`src/common/ifc_pkg.sv`:
```
`default_nettype none
package ifc_pkg;

  // slot count and flag layout
  localparam int NUM_SLOTS = 29;
  localparam int NUM_PINS = 8;
  localparam logic [31:0] FLAG_VALID = 32'h1fff_ffff;

  // word indices of the flag registers, byte address is four times the index
  localparam logic [9:0] IDX_REQ_FLAGS_G0_LO = 10'h000;
  localparam logic [9:0] IDX_REQ_FLAGS_G0_HI = 10'h001;
  localparam logic [9:0] IDX_REQ_FLAGS_G1_LO = 10'h002;
  localparam logic [9:0] IDX_REQ_FLAGS_G1_HI = 10'h003;
  localparam logic [9:0] IDX_MASK_FLAGS_G0_LO = 10'h004;
  localparam logic [9:0] IDX_MASK_FLAGS_G0_HI = 10'h005;
  localparam logic [9:0] IDX_MASK_FLAGS_G1_LO = 10'h006;
  localparam logic [9:0] IDX_MASK_FLAGS_G1_HI = 10'h007;
  localparam logic [9:0] IDX_PRIO_FLAGS_G0_LO = 10'h008;
  localparam logic [9:0] IDX_PRIO_FLAGS_G0_HI = 10'h009;
  localparam logic [9:0] IDX_PRIO_FLAGS_G1_LO = 10'h00a;
  localparam logic [9:0] IDX_PRIO_FLAGS_G1_HI = 10'h00b;
  localparam logic [9:0] IDX_RISE_EDGE_ENABLE = 10'h00c;
  localparam logic [9:0] IDX_FALL_EDGE_ENABLE = 10'h00d;
  localparam logic [9:0] IDX_PROGRAM_STATUS_WORD = 10'h00e;
  localparam logic [9:0] IDX_INT_STATUS = 10'h010;
  localparam logic [9:0] IDX_INT_MASK = 10'h011;

  // values after reset
  localparam logic [31:0] REQ_RST = 32'h0000_0000;
  localparam logic [31:0] MASK_RST = 32'hffff_ffff;
  localparam logic [31:0] PRIO_RST = 32'hffff_ffff;
  localparam logic [7:0] EDGE_RST = 8'h00;
  localparam logic [7:0] PSW_RST = 8'h00;
  localparam logic [1:0] INT_RST = 2'h0;

  // status word bits
  localparam int PSW_IE_BIT = 7;
  localparam int PSW_ISP_BIT = 1;

  // interrupt status bits
  localparam int INT_BITS = 2;
  localparam int ST_ACK_BIT = 0;
  localparam int ST_FLAG_BIT = 1;

  // special slots
  localparam int SLOT_TIMER_B1 = 24;
  localparam int SLOT_AUX0 = 14;
  localparam int SLOT_AUX1 = 23;
  // pin n feeds slot PIN_SLOT[n]
  localparam logic [7:0][4:0] PIN_SLOT = {5'h10, 5'h0f, 5'h06, 5'h05,
                                          5'h04, 5'h03, 5'h02, 5'h01};

  // bus answers
  localparam logic [1:0] RESP_OKAY = 2'h0;
  localparam logic [1:0] RESP_SLVERR = 2'h2;

endpackage
`default_nettype wire

```
`src/hw/ifc_pin_edge.sv`:
```
`timescale 1ns/1ps
`default_nettype none
module ifc_pin_edge
  import ifc_pkg::*;
(
  // clock and reset
  input wire logic aclk,
  input wire logic aresetn,
  // pins and edge selection
  input wire logic [NUM_PINS-1:0] pin,
  input wire logic [NUM_PINS-1:0] rise_en,
  input wire logic [NUM_PINS-1:0] fall_en,
  // one-cycle edge events
  output logic [NUM_PINS-1:0] edge_evt
);

  typedef struct packed {
    logic [NUM_PINS-1:0] prev;
    logic primed;
  } ifc_edge_s;

  ifc_edge_s q_r;
  ifc_edge_s q_nxt;

  // remember last level, no edge before the first sample
  always_comb begin
    q_nxt = q_r;
    q_nxt.prev = pin;
    q_nxt.primed = 1'b1;
    edge_evt = '0;
    if (q_r.primed) begin
      edge_evt = (pin & ~q_r.prev & rise_en) | (~pin & q_r.prev & fall_en);
    end
  end

  always_ff @(posedge aclk) begin
    if (!aresetn) begin
      q_r <= '0;
    end else begin
      q_r <= q_nxt;
    end
  end

endmodule // ifc_pin_edge
`default_nettype wire

```
`src/hw/ifc_prio_pick.sv`:
```
`timescale 1ns/1ps
`default_nettype none
module ifc_prio_pick
  import ifc_pkg::*;
(
  // unmasked pending flags and priority group flags
  input wire logic [NUM_SLOTS-1:0] pend,
  input wire logic [NUM_SLOTS-1:0] prio,
  // chosen slot
  output logic valid,
  output logic [4:0] idx,
  output logic high
);

  // high group first, then lowest slot number within a group
  always_comb begin
    valid = 1'b0;
    idx = 5'h00;
    high = 1'b0;
    for (int i = NUM_SLOTS - 1; i >= 0; i--) begin
      if (pend[i] && prio[i] && !high) begin
        valid = 1'b1;
        idx = 5'(i);
      end
    end
    for (int i = NUM_SLOTS - 1; i >= 0; i--) begin
      if (pend[i] && !prio[i]) begin
        valid = 1'b1;
        high = 1'b1;
        idx = 5'(i);
      end
    end
  end

endmodule // ifc_prio_pick
`default_nettype wire

```
`src/hw/ifc_top.sv`:
```
`timescale 1ns/1ps
`default_nettype none
module ifc_top
  import ifc_pkg::*;
(
  // clock and reset
  input wire logic aclk,
  input wire logic aresetn,
  // axi4-lite write address
  input wire logic [31:0] awaddr,
  input wire logic awvalid,
  output logic awready,
  // axi4-lite write data
  input wire logic [31:0] wdata,
  input wire logic [3:0] wstrb,
  input wire logic wvalid,
  output logic wready,
  // axi4-lite write response
  output logic [1:0] bresp,
  output logic bvalid,
  input wire logic bready,
  // axi4-lite read address
  input wire logic [31:0] araddr,
  input wire logic arvalid,
  output logic arready,
  // axi4-lite read data
  output logic [31:0] rdata,
  output logic [1:0] rresp,
  output logic rvalid,
  input wire logic rready,
  // request sources
  input wire logic [NUM_SLOTS-1:0] periph_req,
  input wire logic [1:0] aux_req,
  input wire logic carrier_mode_irq,
  input wire logic timer_b1_carrier_mode,
  input wire logic [NUM_PINS-1:0] ext_pin,
  // processor core
  output logic core_irq,
  output logic [4:0] core_irq_idx,
  output logic core_irq_high,
  input wire logic core_ack,
  // interrupt to software
  output logic irq
);

  typedef struct packed {
    logic awready;
    logic wready;
    logic aw_full;
    logic w_full;
    logic [31:0] awaddr;
    logic [7:0] wbyte;
    logic wlane;
    logic bvalid;
    logic [1:0] bresp;
    logic arready;
    logic rvalid;
    logic [1:0] rresp;
    logic [31:0] rdata;
    logic [31:0] req;
    logic [31:0] mask;
    logic [31:0] prio;
    logic [7:0] rise;
    logic [7:0] fall;
    logic [7:0] program_status_word;
    logic [INT_BITS-1:0] int_status;
    logic [INT_BITS-1:0] int_mask;
    logic irq;
    logic core_irq;
    logic [4:0] core_idx;
    logic core_high;
  } ifc_top_s;

  ifc_top_s q_r;
  ifc_top_s q_nxt;

  logic [NUM_PINS-1:0] pin_evt;
  logic [31:0] hw_set;
  logic pick_valid;
  logic [4:0] pick_idx;
  logic pick_high;

  // word index of an aligned address inside the map, bit 10 marks a hit
  function automatic logic [10:0] word_idx(input logic [31:0] addr);
    logic hit;
    hit = (addr[31:12] == 20'h00000) && (addr[1:0] == 2'h0);
    word_idx = {hit, addr[11:2]};
  endfunction

  // byte lane of a four-register flag group
  function automatic logic [4:0] lane_lsb(input logic [9:0] idx);
    lane_lsb = {idx[1:0], 3'h0};
  endfunction

  // register hit test, the flag groups take four words each
  function automatic logic map_hit(input logic [10:0] wi);
    map_hit = wi[10] && ((wi[9:0] <= IDX_PROGRAM_STATUS_WORD) ||
                         (wi[9:0] == IDX_INT_STATUS) || (wi[9:0] == IDX_INT_MASK));
  endfunction

  // read view of one word
  function automatic logic [31:0] rd_word(input logic [9:0] idx, input ifc_top_s s);
    logic [31:0] v;
    v = 32'h0000_0000;
    if (idx <= IDX_REQ_FLAGS_G1_HI) begin
      v[7:0] = s.req[lane_lsb(idx) +: 8];
    end else if (idx <= IDX_MASK_FLAGS_G1_HI) begin
      v[7:0] = s.mask[lane_lsb(idx) +: 8];
    end else if (idx <= IDX_PRIO_FLAGS_G1_HI) begin
      v[7:0] = s.prio[lane_lsb(idx) +: 8];
    end else if (idx == IDX_RISE_EDGE_ENABLE) begin
      v[7:0] = s.rise;
    end else if (idx == IDX_FALL_EDGE_ENABLE) begin
      v[7:0] = s.fall;
    end else if (idx == IDX_PROGRAM_STATUS_WORD) begin
      v[7:0] = s.program_status_word;
    end else if (idx == IDX_INT_STATUS) begin
      v[INT_BITS-1:0] = s.int_status;
    end else if (idx == IDX_INT_MASK) begin
      v[INT_BITS-1:0] = s.int_mask;
    end
    rd_word = v;
  endfunction

  // external pin edge detection
  ifc_pin_edge u_pin_edge (
    .aclk(aclk),
    .aresetn(aresetn),
    .pin(ext_pin),
    .rise_en(q_r.rise),
    .fall_en(q_r.fall),
    .edge_evt(pin_evt)
  );

  // fixed-order choice among unmasked pending slots
  ifc_prio_pick u_prio_pick (
    .pend(q_r.req[NUM_SLOTS-1:0] & ~q_r.mask[NUM_SLOTS-1:0]),
    .prio(q_r.prio[NUM_SLOTS-1:0]),
    .valid(pick_valid),
    .idx(pick_idx),
    .high(pick_high)
  );

  // per-slot set events, the aux slots take either source, the timer B1 slot takes the one chosen by timer_b1_carrier_mode
  always_comb begin
    hw_set = 32'h0000_0000;
    hw_set[NUM_SLOTS-1:0] = periph_req;
    hw_set[SLOT_TIMER_B1] = timer_b1_carrier_mode ? carrier_mode_irq
                                                  : periph_req[SLOT_TIMER_B1];
    hw_set[SLOT_AUX0] = periph_req[SLOT_AUX0] | aux_req[0];
    hw_set[SLOT_AUX1] = periph_req[SLOT_AUX1] | aux_req[1];
    for (int i = 0; i < NUM_PINS; i++) begin
      if (pin_evt[i]) begin
        hw_set[PIN_SLOT[i]] = 1'b1;
      end
    end
  end

  // next state: bus slave, flag updates, core presentation
  always_comb begin
    logic [10:0] wi;
    logic [10:0] ri;
    logic ack_now;
    logic accept;
    wi = word_idx(q_r.awaddr);
    ri = word_idx(araddr);
    ack_now = core_ack && q_r.core_irq;
    accept = 1'b0;
    q_nxt = q_r;

    // write address and data are taken in either order
    if (q_r.awready && awvalid) begin
      q_nxt.awready = 1'b0;
      q_nxt.aw_full = 1'b1;
      q_nxt.awaddr = awaddr;
    end
    if (q_r.wready && wvalid) begin
      q_nxt.wready = 1'b0;
      q_nxt.w_full = 1'b1;
      q_nxt.wbyte = wdata[7:0];
      q_nxt.wlane = wstrb[0];
    end

    // perform a write once both halves are held
    if (q_r.aw_full && q_r.w_full && !q_r.bvalid) begin
      q_nxt.aw_full = 1'b0;
      q_nxt.w_full = 1'b0;
      q_nxt.bvalid = 1'b1;
      q_nxt.bresp = map_hit(wi) ? RESP_OKAY : RESP_SLVERR;
      if (map_hit(wi) && q_r.wlane) begin
        if (wi[9:0] <= IDX_REQ_FLAGS_G1_HI) begin
          q_nxt.req[lane_lsb(wi[9:0]) +: 8] = q_r.wbyte;
        end else if (wi[9:0] <= IDX_MASK_FLAGS_G1_HI) begin
          q_nxt.mask[lane_lsb(wi[9:0]) +: 8] = q_r.wbyte;
        end else if (wi[9:0] <= IDX_PRIO_FLAGS_G1_HI) begin
          q_nxt.prio[lane_lsb(wi[9:0]) +: 8] = q_r.wbyte;
        end else if (wi[9:0] == IDX_RISE_EDGE_ENABLE) begin
          q_nxt.rise = q_r.wbyte;
        end else if (wi[9:0] == IDX_FALL_EDGE_ENABLE) begin
          q_nxt.fall = q_r.wbyte;
        end else if (wi[9:0] == IDX_PROGRAM_STATUS_WORD) begin
          q_nxt.program_status_word = q_r.wbyte;
        end else if (wi[9:0] == IDX_INT_STATUS) begin
          q_nxt.int_status = q_r.int_status & ~q_r.wbyte[INT_BITS-1:0];
        end else if (wi[9:0] == IDX_INT_MASK) begin
          q_nxt.int_mask = q_r.wbyte[INT_BITS-1:0];
        end
      end
    end
    if (q_r.bvalid && bready) begin
      q_nxt.bvalid = 1'b0;
      q_nxt.awready = 1'b1;
      q_nxt.wready = 1'b1;
    end

    // read answers one cycle after the address is taken
    if (q_r.arready && arvalid) begin
      q_nxt.arready = 1'b0;
      q_nxt.rvalid = 1'b1;
      q_nxt.rresp = map_hit(ri) ? RESP_OKAY : RESP_SLVERR;
      q_nxt.rdata = map_hit(ri) ? rd_word(ri[9:0], q_r) : 32'h0000_0000;
    end
    if (q_r.rvalid && rready) begin
      q_nxt.rvalid = 1'b0;
      q_nxt.arready = 1'b1;
    end

    // acknowledge clears the served flag and closes the gate
    if (ack_now) begin
      q_nxt.req[q_r.core_idx] = 1'b0;
      q_nxt.program_status_word[PSW_IE_BIT] = 1'b0;
      if (q_r.core_high) begin
        q_nxt.program_status_word[PSW_ISP_BIT] = 1'b1;
      end
    end

    // a new request beats a clear in the same cycle
    q_nxt.req = (q_nxt.req | hw_set) & FLAG_VALID;
    q_nxt.int_status[ST_ACK_BIT] = q_nxt.int_status[ST_ACK_BIT] | ack_now;
    q_nxt.int_status[ST_FLAG_BIT] = q_nxt.int_status[ST_FLAG_BIT] | (|hw_set);
    q_nxt.irq = |(q_r.int_status & q_r.int_mask);

    // present the chosen slot while interrupts are enabled, a low-group slot only while the ISP bit is clear
    accept = q_r.program_status_word[PSW_IE_BIT] && pick_valid &&
             (pick_high || !q_r.program_status_word[PSW_ISP_BIT]);
    q_nxt.core_irq = accept && !ack_now;
    if (accept && !ack_now) begin
      q_nxt.core_idx = pick_idx;
      q_nxt.core_high = pick_high;
    end
  end

  // state register with reset values
  always_ff @(posedge aclk) begin
    if (!aresetn) begin
      q_r <= '0;
      q_r.awready <= 1'b1;
      q_r.wready <= 1'b1;
      q_r.arready <= 1'b1;
      q_r.req <= REQ_RST;
      q_r.mask <= MASK_RST;
      q_r.prio <= PRIO_RST;
      q_r.rise <= EDGE_RST;
      q_r.fall <= EDGE_RST;
      q_r.program_status_word <= PSW_RST;
      q_r.int_status <= INT_RST;
      q_r.int_mask <= INT_RST;
    end else begin
      q_r <= q_nxt;
    end
  end

  // outputs straight from the state register
  assign awready = q_r.awready;
  assign wready = q_r.wready;
  assign bvalid = q_r.bvalid;
  assign bresp = q_r.bresp;
  assign arready = q_r.arready;
  assign rvalid = q_r.rvalid;
  assign rresp = q_r.rresp;
  assign rdata = q_r.rdata;
  assign core_irq = q_r.core_irq;
  assign core_irq_idx = q_r.core_idx;
  assign core_irq_high = q_r.core_high;
  assign irq = q_r.irq;

endmodule // ifc_top
`default_nettype wire

```
`config.mk`:
```
export PLATFORM = sky130hd
export DESIGN_NAME = ifc_top
export DESIGN_NICKNAME = d
export VERILOG_FILES = /design/src/common/ifc_pkg.sv /design/src/hw/ifc_pin_edge.sv /design/src/hw/ifc_prio_pick.sv /design/src/hw/ifc_top.sv
export SDC_FILE = /design/constraint.sdc
export NUM_CORES = 1
export LEC_CHECK = 0
export BUFFER_PORTS_ARGS = -buffer_cell sky130_fd_sc_hd__buf_2
export CORE_UTILIZATION = 51
export DETAILED_ROUTE_END_ITERATION = 8
export PLACE_DENSITY_LB_ADDON = 0.3
export SYNTH_ARGS = -nofsm -noshare
export SYNTH_HDL_FRONTEND = slang
export SYNTH_SLANG_ARGS = --single-unit
```
`constraint.sdc`:
```
create_clock -name aclk -period 2.8 [get_ports aclk]
set_clock_uncertainty 0.2 [all_clocks]
set_input_delay 0.56 -clock aclk [delete_from_list [all_inputs] [get_ports aclk]]
set_output_delay 0.56 -clock aclk [all_outputs]
set_load 0.1 [all_outputs]
```
==> metrics.md, run 1 <==
| Metric | Value |
|---|---|
| DRC violation total after the first TritonRoute iteration | `1053` |
| Period minus WS final | `2640 ps` |
| NumNets Final | `1559` |
| Ys flop type | `dfxtp_1` |
| Root buffer cell | `clkbuf_16` |
| Die W | `145 um` |
| Start point of the worst hold path | `wvalid` |
| Peak Freq | `379 MHz` |
| Number of hold buffers added after CTS | `0` |
| Boundary Pins | `198` |
| Clock-pin slew on the worst setup and hold paths | `80 ps` |
| Tightest Pin Transition | `660 ps` |
| # clock sinks | `196` |
| Diode insertion count for antenna repair | `0` |
| Vias in the first global route | `9309` |
| Row count | `52` |
| Initial Util | `0.520` |
| Fin Setup TNS | `0 ps` |
| Register-to-register setup slack | `160 ps` |
| Relative area change from synthesis to final layout | `20.7%` |
| Remaining number of nets flagged by the antenna check after routing | `0` |
| Post-synthesis sequential area ratio | `0.374` |
| Placer congestion estimate | `1.03` |
| Leak Pwr | `0.00589 uW` |
| Residual DRC count | `0` |
| Die Ht | `145 um` |
| Hold Path End | `wready` |
| Sum of internal, switching and leakage power | `6200 uW` |
| Number of synthesized register bits | `196` |
| Maximum number of pins on one net before global-route repair | `70` |
| Vias per inst | `5.89` |
| Yosys warnings | `0` |
| First-pass GRT wire length | `52600 um` |
| Average wire per standard cell | `20.3 um` |
| Power density normalized to cell area | `490 nW/um^2` |
| Class of the tightest hold or removal check | `in2reg` |
| Final worst path period share | `0.943` |
| Crit path max fanout | `7` |
| Avg Inst Size Synth | `8.71 sq um` |
| Final instance area | `12700 sq um` |
| Number of buffers on the longest clock path | `2` |
| Total of endpoints with negative setup slack in the final report | `0` |
| Leading cell type in the layout, fill and taps excluded | `nand2_1` |
| Layout cell share with drive strength beyond 1 | `0.250` |
| TritonCTS clock tree | `yes` |
| Overflow left after global routing | `0` |
| RSZ-0062 raised after global routing | `no` |
| Max-capacitance violation count | `0` |
| Buffers on Ports | `144` |
| Area enclosed by the die boundary | `21100 sq um` |
| Final Hold Fails | `0` |
| Total count of max-transition violations in the final report | `0` |
| Reg-to-Reg End | `core_irq_idx[0]` |
| Vias after detailed routing | `9939` |
| EDFF count, synth | `0` |
| Overall Global Routing Usage | `0.325` |
| Placed Area | `12000 sq um` |
| Leading cell types in the layout, fill and taps excluded | `nand2_1, dfxtp_1, buf_2` |
| Total CTS buffers | `17` |
| Number of H-tree levels | `4` |
| Post-Synthesis Cell Area | `10500 sq um` |
| Critical setup path kind | `reg2reg` |
| Distinct cell type count of the synthesized netlist | `67` |
| Number of iterations in the first detailed-routing pass | `5` |
| Max-Slew Margin vs Limit | `0.559` |
| Hold Path Depth | `2` |
| Number of cells on the worst reg-to-reg path | `8` |
| Clock latency of the later-clocked register in the worst-skew pair | `450 ps` |
| Placeable core area | `20200 sq um` |
| Number of antenna violations at the first check in global routing | `2` |
| Element type at the critical path end | `flip-flop` |
| Peak supply drop | `0.419 mV` |
| Half-perimeter wire length of the detailed placement result | `26300 um` |
| Sum of routed wire length over all layers | `34200 um` |
| Required time of the critical path | `2940 ps` |
| Final Core Density | `0.627` |
| Crit start category | `flip-flop` |
| Instance count of the mapped netlist | `1204` |
| Async set or reset register ratio after synthesis | `0` |
| Arrival time reported for the critical path endpoint | `2780 ps` |
| Result of the run | `completed` |
logic make-up (layout without fill, tap and decap cells):
family          count (synthesis)  in the layout  share of synthesized area
compound gates                214            214                      0.126
fa+ha+maj                       5              5                    0.00597
buf+inv                       122            311                     0.0606
flops                         196            196                      0.374
mux                           155            155                      0.175
other cells                     1             26                   0.000358
simple gates                  511            511                      0.257
cells in the mapped netlist (20+ instances only):
library cell	n	area, sq um
nand3b_1	41	308
dfxtp_1	196	3920
nor3b_1	37	278
nor2_1	71	267
nor4_1	23	144
buf_4	41	308
nand2_1	204	766
mux4_2	21	473
mux2i_1	117	1170
o21ai_0	59	295
and2_1	46	288
nand4_1	20	125
inv_1	21	78.8
clkbuf_1	39	146
a21oi_1	80	400
timing repair:
action / CTS / global route
pin swaps: 0 / 1
setup buffers: 0 / 1
gates resized for setup: 2 / 7
endpoints found under the setup margin: 4 / 75
layout make-up:
cell class / count / area (sq um)
clock inverter: 14 / 154
inverter: 21 / 80.1
sequential: 196 / 3920
fill: 1790 / 7510
clock buffer: 18 / 439
tap: 270 / 338
multi-input combinational: 911 / 6070
timing repair buffer: 258 / 1650
worst max path at each step:
| stage | endpoint | slack (ps) |
|---|---|---|
| after floorplan | flip-flop | 50 |
| after global placement | core_irq_idx[0] | -6 |
| after detailed placement | core_irq_idx[0] | 5 |
| after CTS | core_irq_idx[4] | 40 |
| after global routing | flip-flop | 6 |
| final | core_irq_idx[0] | 160 |
power breakdown:
part           internal (uW)  switching [uW]  total (uW)
sequential              2870            97.0        2970
combinational            264             517         781
clock                   1220            1230        2450
total                   4360            1840        6200
per-stage QoR:
step / setup WS, ps / cells / hold WS (ps)
floorplan: 51.2 / 1229 / 232
global placement: -6.07 / 1655 / 243
detailed placement: 4.52 / 1655 / 248
CTS: 44.1 / 1687 / 110
global route: 5.75 / 1688 / 132
finish: 161 / 1688 / 122
routing by layer:
layer,global-route usage,part of all wire
met4,0.132,0.039
met2,0.511,0.44
met1,0.435,0.42
met3,0.0708,0.095
met5,0,0.00085
critical path: stages, from the launching register on:
cell and delay [ps]:
dfxtp_1 410, nand3b_1 250, nand4_1 240, nor4_2 420
a31oi_1 230, o211ai_1 260, buf_4 210, a2111oi_0 80
a32o_1 230
No activity file was read; power rests on OpenSTA's default activity.
==> run 2, diff against run 1 <==
--- a/config.mk
+++ b/config.mk
@@ -8,6 +8,7 @@
 export BUFFER_PORTS_ARGS = -buffer_cell sky130_fd_sc_hd__buf_2
 export CORE_UTILIZATION = 51
 export DETAILED_ROUTE_END_ITERATION = 8
+export MAX_ROUTING_LAYER = met4
 export PLACE_DENSITY_LB_ADDON = 0.3
 export SYNTH_ARGS = -nofsm -noshare
 export SYNTH_HDL_FRONTEND = slang
==> metrics.md, run 2 (synthesis gave the netlist of run 1 again) <==
| Metric | Value |
|---|---|
| CP delay by family, top | `simple AND/OR/NAND/NOR gates` |
| Setup Slack @ Placement | `32.4 ps (+27.8 ps)` |
| # placed instances | `1639 (-0.97%)` |
| Total count of max-transition violations in the final report | `0 (unchanged)` |
| TritonCTS clock tree | `yes` |
| Relative area change from synthesis to final layout | `18.8%` |
| DRC violation total after the first TritonRoute iteration | `977 (-7.2%)` |
| Final worst hold slack | `108 ps (-14.6 ps)` |
| Period minus WS final | `2760 ps (+116 ps)` |
| Placer congestion estimate | `0.974 (-5.4%)` |
| Number of antenna violations at the first check in global routing | `1 (-1)` |
| Boundary Pins | `198 (unchanged)` |
| Average wire per standard cell | `20.8 um (+2.7%)` |
| Maximum number of pins on one net before global-route repair | `52 (-26%)` |
| Power share of the clock group | `0.383 (-0.012)` |
| Tightest Pin Transition | `611 ps (-48.7 ps)` |
| Element type at the critical path end | `flip-flop` |
| Number of hold buffers added after CTS | `0 (unchanged)` |
| Number of H-tree levels | `4 (unchanged)` |
| Buffers on Ports | `144 (unchanged)` |
| NumNets Final | `1542 (-1.1%)` |
| Vias per inst | `5.97 (+1.4%)` |
| Arrival time reported for the critical path endpoint | `2900 ps (+120 ps)` |
| First-pass GRT wire length | `53200 um (+1.2%)` |
| Leak Pwr | `0.00578 uW (-1.8%)` |
| Final worst path period share | `0.984 (+0.0414)` |
| Net switching power | `1760 uW (-4.5%)` |
| Remaining number of nets flagged by the antenna check after routing | `0 (unchanged)` |
| Peak Freq | `363 MHz (-4.2%)` |
| Crit path largest cell delay | `500 ps (+80 ps)` |
| Clock latency of the later-clocked register in the worst-skew pair | `450 ps (about the same)` |
| Class of the tightest hold or removal check | `in2reg` |
| Launch point of the critical path | `q_r[125]` |
| Combinational fraction of design power | `0.125 (about the same)` |
| Vias in the first global route | `9363 (+0.58%)` |
| Number of buffer and inverter instances along the worst setup path | `1 (unchanged)` |
| Crit start category | `flip-flop` |
| Required time of the critical path | `2940 ps (about the same)` |
| Leading cell type in the layout, fill and taps excluded | `nand2_1` |
| # clock sinks | `196 (unchanged)` |
| Start point of the worst hold path | `wvalid` |
| Leading cell types in the layout, fill and taps excluded | `nand2_1, dfxtp_1, buf_2` |
| Area enclosed by the die boundary | `21100 sq um (unchanged)` |
| Initial Util | `0.520 (unchanged)` |
| Seq pwr share | `0.491 (+0.012)` |
| Worst flop-to-flop path startpoint | `q_r[125]` |
| Crit path max fanout | `8 (+1)` |
| Die W | `145 um (unchanged)` |
| Critical setup path kind | `reg2reg` |
| Total of endpoints with negative setup slack in the final report | `0 (unchanged)` |
| Die Ht | `145 um (unchanged)` |
| Max-Slew Margin vs Limit | `0.592 (+0.0328)` |
| Final Hold Fails | `0 (unchanged)` |
| Residual DRC count | `0 (unchanged)` |
| Clock-pin slew on the worst setup and hold paths | `70 ps (about the same)` |
| Cell Chain, Critical Path | `nor3b_1 > nor3_1 > nand4_1 > or3_1 > o211ai_1 > buf_4 > a2111oi_0 > a32o_1` |
| Placeable core area | `20200 sq um (unchanged)` |
| Result of the run | `completed` |
| Fill cell total of the finished layout | `1815 (+1.4%)` |
| Root buffer cell | `clkbuf_16` |
| Power density normalized to cell area | `487 nW/um^2 (-0.59%)` |
| Number of iterations in the first detailed-routing pass | `5 (unchanged)` |
| Internal Power | `4300 uW (-1.3%)` |
| Overall Global Routing Usage | `0.342 (+0.0169)` |
| Overflow left after global routing | `0 (unchanged)` |
| Max-capacitance violation count | `0 (unchanged)` |
| Register-to-register setup slack | `40 ps (-120 ps)` |
| Vias after detailed routing | `9978 (+0.39%)` |
| Row count | `52 (unchanged)` |
| Half-perimeter wire length of the detailed placement result | `26600 um (+1.3%)` |
| Peak supply drop | `0.443 mV (+5.6%)` |
| Minimum setup slack in the final design | `45.0 ps (-116 ps)` |
| Layout cell share with drive strength beyond 1 | `0.239 (-0.0118)` |
| Total CTS buffers | `17 (unchanged)` |
| CP max-delay cell | `or3_1` |
| Sum of routed wire length over all layers | `34800 um (+1.7%)` |
| Net Sw Frac | `0.290 (-0.00683)` |
| Number of buffers on the longest clock path | `2 (unchanged)` |
| Number of cells in the finished layout apart from fillers | `1671 (-1.0%)` |
==> run 2: final cells by class <==
| class | instances | area [sq um] | share of cell area |
|---|---|---|---|
| diodes | 1 | 2.50 | 0.000201 |
| clock buffers | 19 | 443 | 0.0356 |
| clock inverters | 12 | 95.1 | 0.00764 |
| inverters | 21 | 80.1 | 0.00643 |
| multi-input cells | 911 | 6060 | 0.487 |
| flip-flops and latches | 196 | 3920 | 0.315 |
| well taps | 270 | 338 | 0.0271 |
| repair buffers | 241 | 1500 | 0.121 |
==> run 2: metrics by stage <==
step	total power, uW	cell area (sq um)	util	TNS [ps]
after global placement	3770	11900	0.588	0
after floorplan	3530	10600	-	0
after detailed placement	3780	11900	0.588	0
after CTS	6050	12400	0.615	0
after global routing	6260	12400	0.617	-19.0
final	6060	12400	0.617	0
==> run 2: worst register-to-register path, cell delays in order (launching register included) <==
cell	delay [ps]
dfxtp_1	420
nor3b_1	220
nor3_1	290
nand4_1	170
or3_1	500
o211ai_1	290
buf_4	230
a2111oi_0	90
a32o_1	240
==> run 2: path summary, 6_finish.rpt <==
kind	to	cells after the start
min reg2reg	q_r[198]	2
max reg2reg	core_irq_idx[0]	8
max	core_irq_idx[0]	8
min	wready	2
==> run 2: layer usage <==
layer  vias up  global-route usage  wire length (um)
met1      4699               0.448             14900
met3        83              0.0683              3180
met4         0               0.173              1630
li1       4655                   -                 -
met2       541               0.502             15100
met5         -                   -                 0
==> run 2: repair_timing <==
action,in CTS,in global routing
setup endpoints to repair,0,83
hold endpoints to repair,0,0
buffers inserted,0,0
gates resized for setup,0,9
==> run 2: power by group through the flow <==
stage	logic (uW)	registers, uW	clock network, uW
2_1_floorplan	512	3020	0
3_3_place_gp	738	3030	0
3_5_place_dp	748	3030	0
4_1_cts	750	2970	2330
5_1_grt	815	2980	2460
6_report	761	2980	2320
